<file path="src/lsm_pkg.sv">
// Constants, register map and command encodings for the load/store multiple sequencer.
package lsm_pkg;

  // Register offsets on the plain register port.
  localparam logic [7:0] LSM_OFS_CMD = 8'h00;
  localparam logic [7:0] LSM_OFS_LIST = 8'h04;
  localparam logic [7:0] LSM_OFS_STATUS = 8'h08;
  localparam logic [7:0] LSM_OFS_LAST = 8'h0c;

  // Command register fields.
  localparam int LSM_CMD_OP_LSB = 0;
  localparam int LSM_CMD_WB_BIT = 4;
  localparam int LSM_CMD_BASE_LSB = 5;
  localparam int LSM_CMD_COND_BIT = 9;

  // Status register fields.
  localparam int LSM_ST_BUSY_BIT = 0;
  localparam int LSM_ST_DONE_BIT = 1;
  localparam int LSM_ST_EMPTY_BIT = 2;
  localparam int LSM_ST_PCBAD_BIT = 3;
  localparam int LSM_ST_BRANCH_BIT = 4;
  localparam int LSM_ST_SKIP_BIT = 5;

  // Reset values.
  localparam logic [15:0] LSM_LIST_RST = 16'h0000;
  localparam logic [31:0] LSM_WORD_RST = 32'h0000_0000;

  // Architectural register numbers and address step.
  localparam logic [3:0] LSM_PC_IDX = 4'hf;
  localparam logic [31:0] LSM_WORD_BYTES = 32'h0000_0004;

  // Operation spellings accepted in the command opcode field.
  localparam logic [3:0] LSM_OP_LOAD_MULTIPLE = 4'h0;
  localparam logic [3:0] LSM_OP_LOAD_ASC_ALIAS = 4'h1;
  localparam logic [3:0] LSM_OP_FD_POP_ALIAS = 4'h2;
  localparam logic [3:0] LSM_OP_LOAD_DESC = 4'h3;
  localparam logic [3:0] LSM_OP_EA_POP_ALIAS = 4'h4;
  localparam logic [3:0] LSM_OP_STORE_MULTIPLE = 4'h8;
  localparam logic [3:0] LSM_OP_STORE_ASC_ALIAS = 4'h9;
  localparam logic [3:0] LSM_OP_EA_PUSH_ALIAS = 4'ha;
  localparam logic [3:0] LSM_OP_STORE_DESC = 4'hb;
  localparam logic [3:0] LSM_OP_FD_PUSH_ALIAS = 4'hc;

  // Sequencer states.
  typedef enum logic [2:0] {
    LSM_ST_IDLE,
    LSM_ST_BASE,
    LSM_ST_CAPT,
    LSM_ST_PICK,
    LSM_ST_SETUP,
    LSM_ST_XFER,
    LSM_ST_WB,
    LSM_ST_END
  } lsm_state_e;

endpackage : lsm_pkg

</file>
<file path="src/lsm_sequencer.sv">
// Load/store multiple sequencer: command registers, register file walk and memory transfers.
//
// Local design decisions: the register offsets and the plain strobed port.
`timescale 1ns/100ps
`default_nettype none

module lsm_sequencer
  import lsm_pkg::*;
(
  // Clock and reset.
  input wire logic mclk,
  input wire logic rstn,
  // Register port.
  input wire logic [7:0] reg_addr,
  input wire logic [31:0] reg_wdata,
  input wire logic reg_wr,
  input wire logic reg_rd,
  output logic [31:0] reg_rdata,
  // Core register file, read combinationally.
  output logic [3:0] rf_rd_idx,
  input wire logic [31:0] rf_rd_data,
  output logic rf_wr_en,
  output logic [3:0] rf_wr_idx,
  output logic [31:0] rf_wr_data,
  // Memory word port.
  output logic mem_req,
  output logic mem_we,
  output logic [31:0] mem_addr,
  output logic [31:0] mem_wdata,
  input wire logic mem_ack,
  input wire logic [31:0] mem_rdata,
  // Core control.
  output logic branch_valid,
  output logic [31:0] branch_target,
  output logic flags_we,
  output logic busy
);

  // Sequencer state and working registers.
  lsm_state_e state_q;
  logic [15:0] list_q;
  logic [15:0] pend_q;
  logic is_load_q;
  logic desc_q;
  logic wb_q;
  logic [3:0] base_idx_q;
  logic [3:0] cur_q;
  logic [31:0] addr_q;
  logic [31:0] last_q;
  logic [3:0] rf_rd_idx_q;
  logic rf_wr_en_q;
  logic [3:0] rf_wr_idx_q;
  logic [31:0] rf_wr_data_q;
  logic mem_req_q;
  logic mem_we_q;
  logic [31:0] mem_addr_q;
  logic [31:0] mem_wdata_q;
  logic pc_loaded_q;
  logic [31:0] pc_value_q;
  logic branch_valid_q;
  logic [31:0] branch_target_q;
  logic [31:0] reg_rdata_q;
  // Sticky status bits, cleared by the next command write that is taken while idle with a defined opcode.
  logic done_q;
  logic empty_q;
  logic pcbad_q;
  logic branch_q;
  logic skip_q;

  // Command decode of the incoming write.
  logic cmd_wr;
  logic [3:0] cmd_op;
  logic cmd_load;
  logic cmd_desc;
  logic cmd_valid;
  logic [3:0] pick_lo;
  logic [3:0] pick_hi;
  logic [15:0] pend_next;

  // Both scans are plain priority loops; sixteen entries settle well inside one cycle.
  // Lowest set bit of a register list.
  function automatic logic [3:0] lsm_lowest(input logic [15:0] lst);
    logic [3:0] idx;
    idx = 4'h0;
    for (int i = 15; i >= 0; i--) begin
      if (lst[i]) begin
        idx = i[3:0];
      end
    end
    return idx;
  endfunction : lsm_lowest

  // Highest set bit of a register list.
  function automatic logic [3:0] lsm_highest(input logic [15:0] lst);
    logic [3:0] idx;
    idx = 4'h0;
    for (int i = 0; i < 16; i++) begin
      if (lst[i]) begin
        idx = i[3:0];
      end
    end
    return idx;
  endfunction : lsm_highest

  // Commands are taken only while idle; a write during a walk is dropped, never queued.
  assign cmd_wr = reg_wr && (reg_addr == LSM_OFS_CMD) && (state_q == LSM_ST_IDLE);
  assign cmd_op = reg_wdata[LSM_CMD_OP_LSB +: 4];

  // alias decode.
  // Every spelling of one operation lands on the same load/direction pair.
  always_comb begin
    cmd_load = 1'b0;
    cmd_desc = 1'b0;
    cmd_valid = 1'b1;
    case (cmd_op)
      LSM_OP_LOAD_MULTIPLE, LSM_OP_LOAD_ASC_ALIAS, LSM_OP_FD_POP_ALIAS: begin
        cmd_load = 1'b1;
      end
      LSM_OP_LOAD_DESC, LSM_OP_EA_POP_ALIAS: begin
        cmd_load = 1'b1;
        cmd_desc = 1'b1;
      end
      LSM_OP_STORE_MULTIPLE, LSM_OP_STORE_ASC_ALIAS, LSM_OP_EA_PUSH_ALIAS: begin
        cmd_load = 1'b0;
      end
      LSM_OP_STORE_DESC, LSM_OP_FD_PUSH_ALIAS: begin
        cmd_desc = 1'b1;
      end
      default: begin
        cmd_valid = 1'b0;
      end
    endcase
  end

  // ascending order and descending order pick.
  assign pick_lo = lsm_lowest(pend_q);
  assign pick_hi = lsm_highest(pend_q);
  assign pend_next = pend_q & ~(16'h0001 << cur_q);

  // Register list register; only software writes it.
  // A write during a walk is harmless, because the walk works on its own snapshot of the list.
  always_ff @(posedge mclk or negedge rstn) begin
    if (!rstn) begin
      list_q <= LSM_LIST_RST;
    end else if (reg_wr && (reg_addr == LSM_OFS_LIST)) begin
      list_q <= reg_wdata[15:0];
    end
  end

  // Main sequencer: walks the list one word at a time.
  // The memory handshake holds request and address until acknowledged, so a slow memory simply stretches it.
  always_ff @(posedge mclk or negedge rstn) begin
    if (!rstn) begin
      state_q <= LSM_ST_IDLE;
      pend_q <= LSM_LIST_RST;
      is_load_q <= 1'b0;
      desc_q <= 1'b0;
      wb_q <= 1'b0;
      base_idx_q <= 4'h0;
      cur_q <= 4'h0;
      addr_q <= LSM_WORD_RST;
      last_q <= LSM_WORD_RST;
      rf_rd_idx_q <= 4'h0;
      rf_wr_en_q <= 1'b0;
      rf_wr_idx_q <= 4'h0;
      rf_wr_data_q <= LSM_WORD_RST;
      mem_req_q <= 1'b0;
      mem_we_q <= 1'b0;
      mem_addr_q <= LSM_WORD_RST;
      mem_wdata_q <= LSM_WORD_RST;
      pc_loaded_q <= 1'b0;
      pc_value_q <= LSM_WORD_RST;
      branch_valid_q <= 1'b0;
      branch_target_q <= LSM_WORD_RST;
      done_q <= 1'b0;
      empty_q <= 1'b0;
      pcbad_q <= 1'b0;
      branch_q <= 1'b0;
      skip_q <= 1'b0;
    end else begin
      rf_wr_en_q <= 1'b0;
      branch_valid_q <= 1'b0;
      case (state_q)
        LSM_ST_IDLE: begin
          if (cmd_wr && cmd_valid) begin
            is_load_q <= cmd_load;
            desc_q <= cmd_desc;
            wb_q <= reg_wdata[LSM_CMD_WB_BIT];
            base_idx_q <= reg_wdata[LSM_CMD_BASE_LSB +: 4];
            pend_q <= list_q;
            pc_loaded_q <= 1'b0;
            done_q <= 1'b0;
            empty_q <= 1'b0;
            pcbad_q <= 1'b0;
            branch_q <= 1'b0;
            skip_q <= 1'b0;
            if (!reg_wdata[LSM_CMD_COND_BIT]) begin
              skip_q <= 1'b1;
              state_q <= LSM_ST_END;
            end else if (list_q == 16'h0000) begin
              // An empty list is refused without touching memory.
              empty_q <= 1'b1;
              state_q <= LSM_ST_END;
            end else begin
              rf_rd_idx_q <= reg_wdata[LSM_CMD_BASE_LSB +: 4];
              state_q <= LSM_ST_BASE;
            end
          end
        end
        LSM_ST_BASE: begin
          // The register file needs this cycle to present the base register.
          state_q <= LSM_ST_CAPT;
        end
        LSM_ST_CAPT: begin
          // ascending starts at base and descending starts at base.
          addr_q <= rf_rd_data;
          state_q <= LSM_ST_PICK;
        end
        LSM_ST_PICK: begin
          // The pick also drives the read index, so store data is ready by SETUP.
          cur_q <= desc_q ? pick_hi : pick_lo;
          rf_rd_idx_q <= desc_q ? pick_hi : pick_lo;
          state_q <= LSM_ST_SETUP;
        end
        LSM_ST_SETUP: begin
          // store data from the register file.
          // Loads drive zero on the data lines so no stale register value leaks out.
          mem_req_q <= 1'b1;
          mem_we_q <= !is_load_q;
          mem_addr_q <= addr_q;
          mem_wdata_q <= is_load_q ? LSM_WORD_RST : rf_rd_data;
          state_q <= LSM_ST_XFER;
        end
        LSM_ST_XFER: begin
          // The address moves only after the acknowledge, so a stalled access repeats nothing.
          if (mem_ack) begin
            mem_req_q <= 1'b0;
            mem_we_q <= 1'b0;
            last_q <= addr_q;
            pend_q <= pend_next;
            if (is_load_q && (cur_q == LSM_PC_IDX)) begin
              // A loaded program counter is held until the walk completes.
              pc_loaded_q <= 1'b1;
              pc_value_q <= mem_rdata;
            end else if (is_load_q) begin
              rf_wr_en_q <= 1'b1;
              rf_wr_idx_q <= cur_q;
              rf_wr_data_q <= mem_rdata;
            end
            if (desc_q) begin
              addr_q <= addr_q - LSM_WORD_BYTES;
            end else begin
              addr_q <= addr_q + LSM_WORD_BYTES;
            end
            state_q <= (pend_next == 16'h0000) ? LSM_ST_WB : LSM_ST_PICK;
          end
        end
        LSM_ST_WB: begin
          // ascending and descending write-back of the final address.
          // Write-back comes after the last load, so a listed base register ends with the address.
          if (wb_q) begin
            rf_wr_en_q <= 1'b1;
            rf_wr_idx_q <= base_idx_q;
            rf_wr_data_q <= last_q;
          end
          state_q <= LSM_ST_END;
        end
        LSM_ST_END: begin
          // halfword-aligned branch.
          // A clear bit 0 is flagged but the branch still goes; the core decides how to fault.
          if (pc_loaded_q) begin
            branch_valid_q <= 1'b1;
            branch_target_q <= {pc_value_q[31:1], 1'b0};
            branch_q <= 1'b1;
            pcbad_q <= !pc_value_q[0];
          end
          // Sticky status is cleared only by a new command, and that is taken only while idle.
          done_q <= 1'b1;
          state_q <= LSM_ST_IDLE;
        end
        default: begin
          state_q <= LSM_ST_IDLE;
        end
      endcase
    end
  end

  // Register read port: data stands in the cycle after the strobe only.
  always_ff @(posedge mclk or negedge rstn) begin
    if (!rstn) begin
      reg_rdata_q <= LSM_WORD_RST;
    end else if (reg_rd) begin
      case (reg_addr)
        LSM_OFS_LIST: begin
          reg_rdata_q <= {16'h0000, list_q};
        end
        LSM_OFS_STATUS: begin
          reg_rdata_q <= LSM_WORD_RST;
          reg_rdata_q[LSM_ST_BUSY_BIT] <= (state_q != LSM_ST_IDLE);
          reg_rdata_q[LSM_ST_DONE_BIT] <= done_q;
          reg_rdata_q[LSM_ST_EMPTY_BIT] <= empty_q;
          reg_rdata_q[LSM_ST_PCBAD_BIT] <= pcbad_q;
          reg_rdata_q[LSM_ST_BRANCH_BIT] <= branch_q;
          reg_rdata_q[LSM_ST_SKIP_BIT] <= skip_q;
        end
        LSM_OFS_LAST: begin
          reg_rdata_q <= last_q;
        end
        default: begin
          // The command register is write-only; unmapped offsets read as zero.
          reg_rdata_q <= LSM_WORD_RST;
        end
      endcase
    end else begin
      // Outside the read cycle the data lines rest at zero, so nothing stale can be taken.
      reg_rdata_q <= LSM_WORD_RST;
    end
  end

  // Outputs come straight from flip-flops.
  assign reg_rdata = reg_rdata_q;
  assign rf_rd_idx = rf_rd_idx_q;
  assign rf_wr_en = rf_wr_en_q;
  assign rf_wr_idx = rf_wr_idx_q;
  assign rf_wr_data = rf_wr_data_q;
  assign mem_req = mem_req_q;
  assign mem_we = mem_we_q;
  assign mem_addr = mem_addr_q;
  assign mem_wdata = mem_wdata_q;
  assign branch_valid = branch_valid_q;
  assign branch_target = branch_target_q;
  // Busy is decoded from the state, so it falls in the same cycle as the branch pulse.
  assign busy = (state_q != LSM_ST_IDLE);

  // flags untouched.
  // The sequencer never asks the core to update its condition flags.
  assign flags_we = 1'b0;

endmodule : lsm_sequencer

`default_nettype wire

</file>
<file path="config.mk">
export PLATFORM = sky130hd
export DESIGN_NAME = lsm_sequencer
export DESIGN_NICKNAME = d
export VERILOG_FILES = /design/src/lsm_pkg.sv /design/src/lsm_sequencer.sv
export SDC_FILE = /design/constraint.sdc
export NUM_CORES = 1
export LEC_CHECK = 0
export BUFFER_PORTS_ARGS = -buffer_cell sky130_fd_sc_hd__buf_4
export CORE_ASPECT_RATIO = 0.75
export CORE_MARGIN = 2
export CORE_UTILIZATION = 50
export CTS_CLUSTER_DIAMETER = 100
export DETAILED_ROUTE_END_ITERATION = 16
export PLACE_DENSITY = 0.78
export SLEW_MARGIN = 20
export SYNTH_ARGS = -nofsm -noshare
export SYNTH_HDL_FRONTEND = slang
export SYNTH_SLANG_ARGS = --single-unit
export TNS_END_PERCENT = 5
</file>
<file path="constraint.sdc">
create_clock -name mclk -period 6.5 [get_ports mclk]
set_clock_uncertainty 0.1 [all_clocks]
set_input_delay 0.65 -clock mclk [delete_from_list [all_inputs] [get_ports mclk]]
set_output_delay 0.65 -clock mclk [all_outputs]
set_load 0.1 [all_outputs]
</file>
==> impl_metrics.csv <==
group,metric,value,unit
sta,fin_tns_setup,0,ns
die,coreArea,29200,sq um
drt,num_vias,12200,
clock_tree,cts_tree,"built",
clock_tree,clock_latency,0.58,ns
placement,place_congestion,0.950,
placement,dp_hpwl,30.2,mm
critical_path,crit_path_end_kind,"register",
worst_hold_path,hold_path_class,"input port to asynchronous set/reset pin",
critical_path,r2r_slack,2.42,ns
drt,drtPass1Iterations,6,
yosys,netlist_area,14900,sq um
drt,avgViaCountPerCell,5.64,
critical_path,max_stage_delay,0.91,ns
clock_tree,hold_buffers,0,
pwr,power_density,510,nW/um^2
yosys,synth-main-ff-cell,"dfrtp_1",
critical_path,critical_path.endpoint,"rf_wr_idx[3]",
pwr,intPower,0.00474,W
drt,drc,0,
die,dieArea,31200,sq um
critical_path,path_class,"register to register",
clock_tree,cts_buffer_depth,3,
cells_and_area,drive_gt1_share,25.0,%
global_route,grt_pass1_wl,67.3,mm
cells_and_area,postLayoutCoreUtil,62.4,%
drt,ant_nets,0,
critical_path,startpoint,"state_q[2]",
sta,fmax,0.245,GHz
sta,whs,-0.0199,ns
die,design.portCount,283,
sta,timing.final.crit_share,62.8,%
die,std_cell_rows,54,
sta,finalWorstPathRequiredPeriod,4.08,ns
clock_tree,ctsHtreeMaxLevel,1,
drt,drt_wl_total,42.9,mm
global_route,grt_max_degree,102,
yosys,synthCells,1519,
sta,drv_slew,0,
pwr,p_sw,0.00454,W
pwr,ir_drop,0.498,mV
yosys,yosysWarnings,0,
sta,rsz0062_at_grt,"no",
die,initial_core_util,51.0,%
clock_tree,cts.repair.resized,0,
pwr,switching_share,48.9,%
yosys,yosys.area.top_type_share,53.6,%
clock_tree,cts_setup_buffers,0,
critical_path,r2r_start,"state_q[2]",
critical_path,reg2reg_to,"rf_wr_idx[3]",
critical_path,cp-start-kind,"register",
yosys,synth_edf_count,0,
critical_path,cp_max_fo,53,
yosys,seq_area_frac_synth,53.6,%
global_route,grt_overflow,0,
die,die_h,153,um
sta,finalHoldViolations,9,
global_route,grt_usage,27.5,%
yosys,synthTopCellsByArea,"dfrtp_1 (54%), nand2_1 (8.5%), mux2_2 (6.5%)",
cells_and_area,fillers,2427,
clock_tree,cts_root_buf,"clkbuf_16",
global_route,antenna_found_initial,0,
global_route,grt_pass1_vias,11700,
clock_tree,numCtsBuffers,31,
clock_tree,cts.clk_slew.worst_paths,0.06,ns
pwr,p_leak,9.28,nW
drt,drt_iter0_drc,975,
die,die_w,203,um
placement,numPortBuffers,264,
yosys,synth_cell_type_count,71,
flow_run,maxCapViolCount,0,
critical_path,arrival,4.48,ns
yosys,avgSynthCellArea,9.80,sq um
clock_tree,cts.sinks,319,
pwr,combPwrFrac,48.4,%
yosys,synth_area_leader_cell,"dfrtp_1",
yosys,postSynth.asyncResetShare,100,%
critical_path,path_cells,"inv_1 -> nor3_2 -> and2_1 -> a32oi_1 -> nor2_4 -> buf_4 -> nor2_1 -> a21oi_1",
cells_and_area,area_growth,22.3,%
sta,worstMarginPinSlew,1.05,ns
pwr,sequentialPowerShare,31.6,%
sta,relSlewSlack,29.4,%
pwr,power.share.clock,20.0,%
critical_path,r2r_cells,8,
yosys,ys_seq_elements,319,
drt,drt-wirelength-per-cell,19.8,um
critical_path,slowest_stage,"nor3_2",
run_status,status,"complete, but fails checks",
run_status,violations,"negative hold slack",
cells_and_area,antenna_cells,0,
cells_and_area,fin_nets,1884,
critical_path,worst_ep_required_time,6.90,ns
sta,finalSetupViolCount,0,
[Yosys cell counts (7+ instances only)]
master / n
nand2_1: 337
dfrtp_1: 319
nor2_1: 118
a21oi_1: 107
o21ai_0: 92
mux2_2: 86
clkbuf_1: 51
mux2i_1: 48
nand2b_1: 38
ha_1: 28
inv_1: 25
buf_2: 23
nand3_1: 22
a31oi_1: 19
and2_1: 17
nor3_1: 17
a21o_1: 11
o21a_1: 11
nand4_1: 10
xnor2_1: 10
nor4_1: 9
xor2_1: 9
a211oi_1: 8
a22oi_1: 7
o22ai_1: 7
[worst min-delay path by stage]
stage,slack (ns),endpoint,cells past startpoint,from
floorplan,0.25,addr_q[0],0,rstn
global placement,0.34,branch_target[9],2,pc_value_q[9]
detailed placement,0.34,branch_target[17],2,pc_value_q[17]
CTS,0.02,reg_rdata[13],1,rstn
global route,0.04,branch_target[10],1,rstn
finish,-0.02,reg_rdata[12],1,rstn
[cell families after synthesis]
family / after synthesis / synth area share, %
flops: 319 / 53.6
mux: 134 / 9.73
simple gates: 595 / 17.3
xor+xnor: 19 / 1.12
fa+ha+maj: 29 / 2.49
other cells: 1 / 0.0252
buf+inv: 111 / 3.15
compound gates: 311 / 12.6
[registers in the layout (all words and copies together) (netlist names), 3 cells and up]
signal         flops
list_q            16
reg_rdata         32
addr_q            32
base_idx_q         4
rf_wr_data        32
mem_wdata         32
cur_q              4
pend_q            16
mem_addr          32
last_q            32
rf_wr_idx          4
state_q            3
pc_value_q        32
rf_rd_idx          4
branch_target     31
[area by class of cell]
| class | count | area [sq um] | area share [%] |
|---|---|---|---|
| flip-flops and latches | 319 | 7980 | 43.8 |
| multi-input cells | 1090 | 6460 | 35.5 |
| repair buffers | 278 | 2120 | 11.6 |
| clock buffers | 50 | 957 | 5.26 |
| well taps | 392 | 490 | 2.69 |
| clock inverters | 8 | 101 | 0.556 |
| inverters | 26 | 97.6 | 0.536 |
[layer usage]
metal	part of all wire, %	up-vias	global-route usage, %
met5	0	-	0
met4	2.9	0	8.31
met3	8.9	78	6.03
met2	43	505	40.1
met1	45	5954	41.0
li1	-	5670	-
[metrics by stage]
stage | hold WS [ns] | cells | power, W | worst slack (ns) | area (sq um)
floorplan | 0.254 | 1520 | 0.00628 | 3.25 | 14900
global placement | 0.342 | 2104 | 0.00732 | 2.53 | 17100
detailed placement | 0.342 | 2104 | 0.00742 | 2.41 | 17100
CTS | 0.0153 | 2162 | 0.00928 | 2.41 | 18200
global route | 0.0404 | 2163 | 0.00974 | 2.14 | 18200
finish | -0.0199 | 2163 | 0.00928 | 2.42 | 18200
[layout by cell type (no fill, tap or decap), types with 3 or more instances in the layout]
cell type	count
buf_4	275
nor4_1	9
xor2_1	9
clkbuf_16	31
or3_1	5
o21a_1	11
dfrtp_1	318
inv_1	24
nand2_1	335
a22oi_1	7
mux2_2	86
o21ai_0	91
o22ai_1	7
a211oi_1	8
a32oi_1	5
o21ai_1	6
nand4_1	10
nor2_2	3
o211ai_1	4
clkinv_2	3
nand2b_1	38
xnor2_1	10
a21oi_2	6
clkbuf_8	11
nor3_1	17
mux2i_1	48
a21o_1	11
nand3_1	21
ha_1	28
nor2b_1	5
a31oi_1	19
nor2_1	116
and2_1	17
a21oi_1	107
o32ai_1	5
clkbuf_1	8
[critical path, delay by kind of cell (launching register included)]
kind,cells,cell delay (ns)
AO/OA/AOI/OAI,2,0.32
AND/OR/NAND/NOR,4,1.82
flip-flops,1,0.68
buffers and inverters,2,1.04
[power groups by stage]
stage               registers, W  clock network (W)  logic [W]
floorplan                0.00456                  0    0.00171
global placement         0.00293                  0    0.00439
detailed placement       0.00295                  0    0.00447
CTS                      0.00292            0.00188    0.00448
global route             0.00299            0.00197    0.00478
finish                   0.00294            0.00186    0.00449
Power figures use the tool's default switching activity.
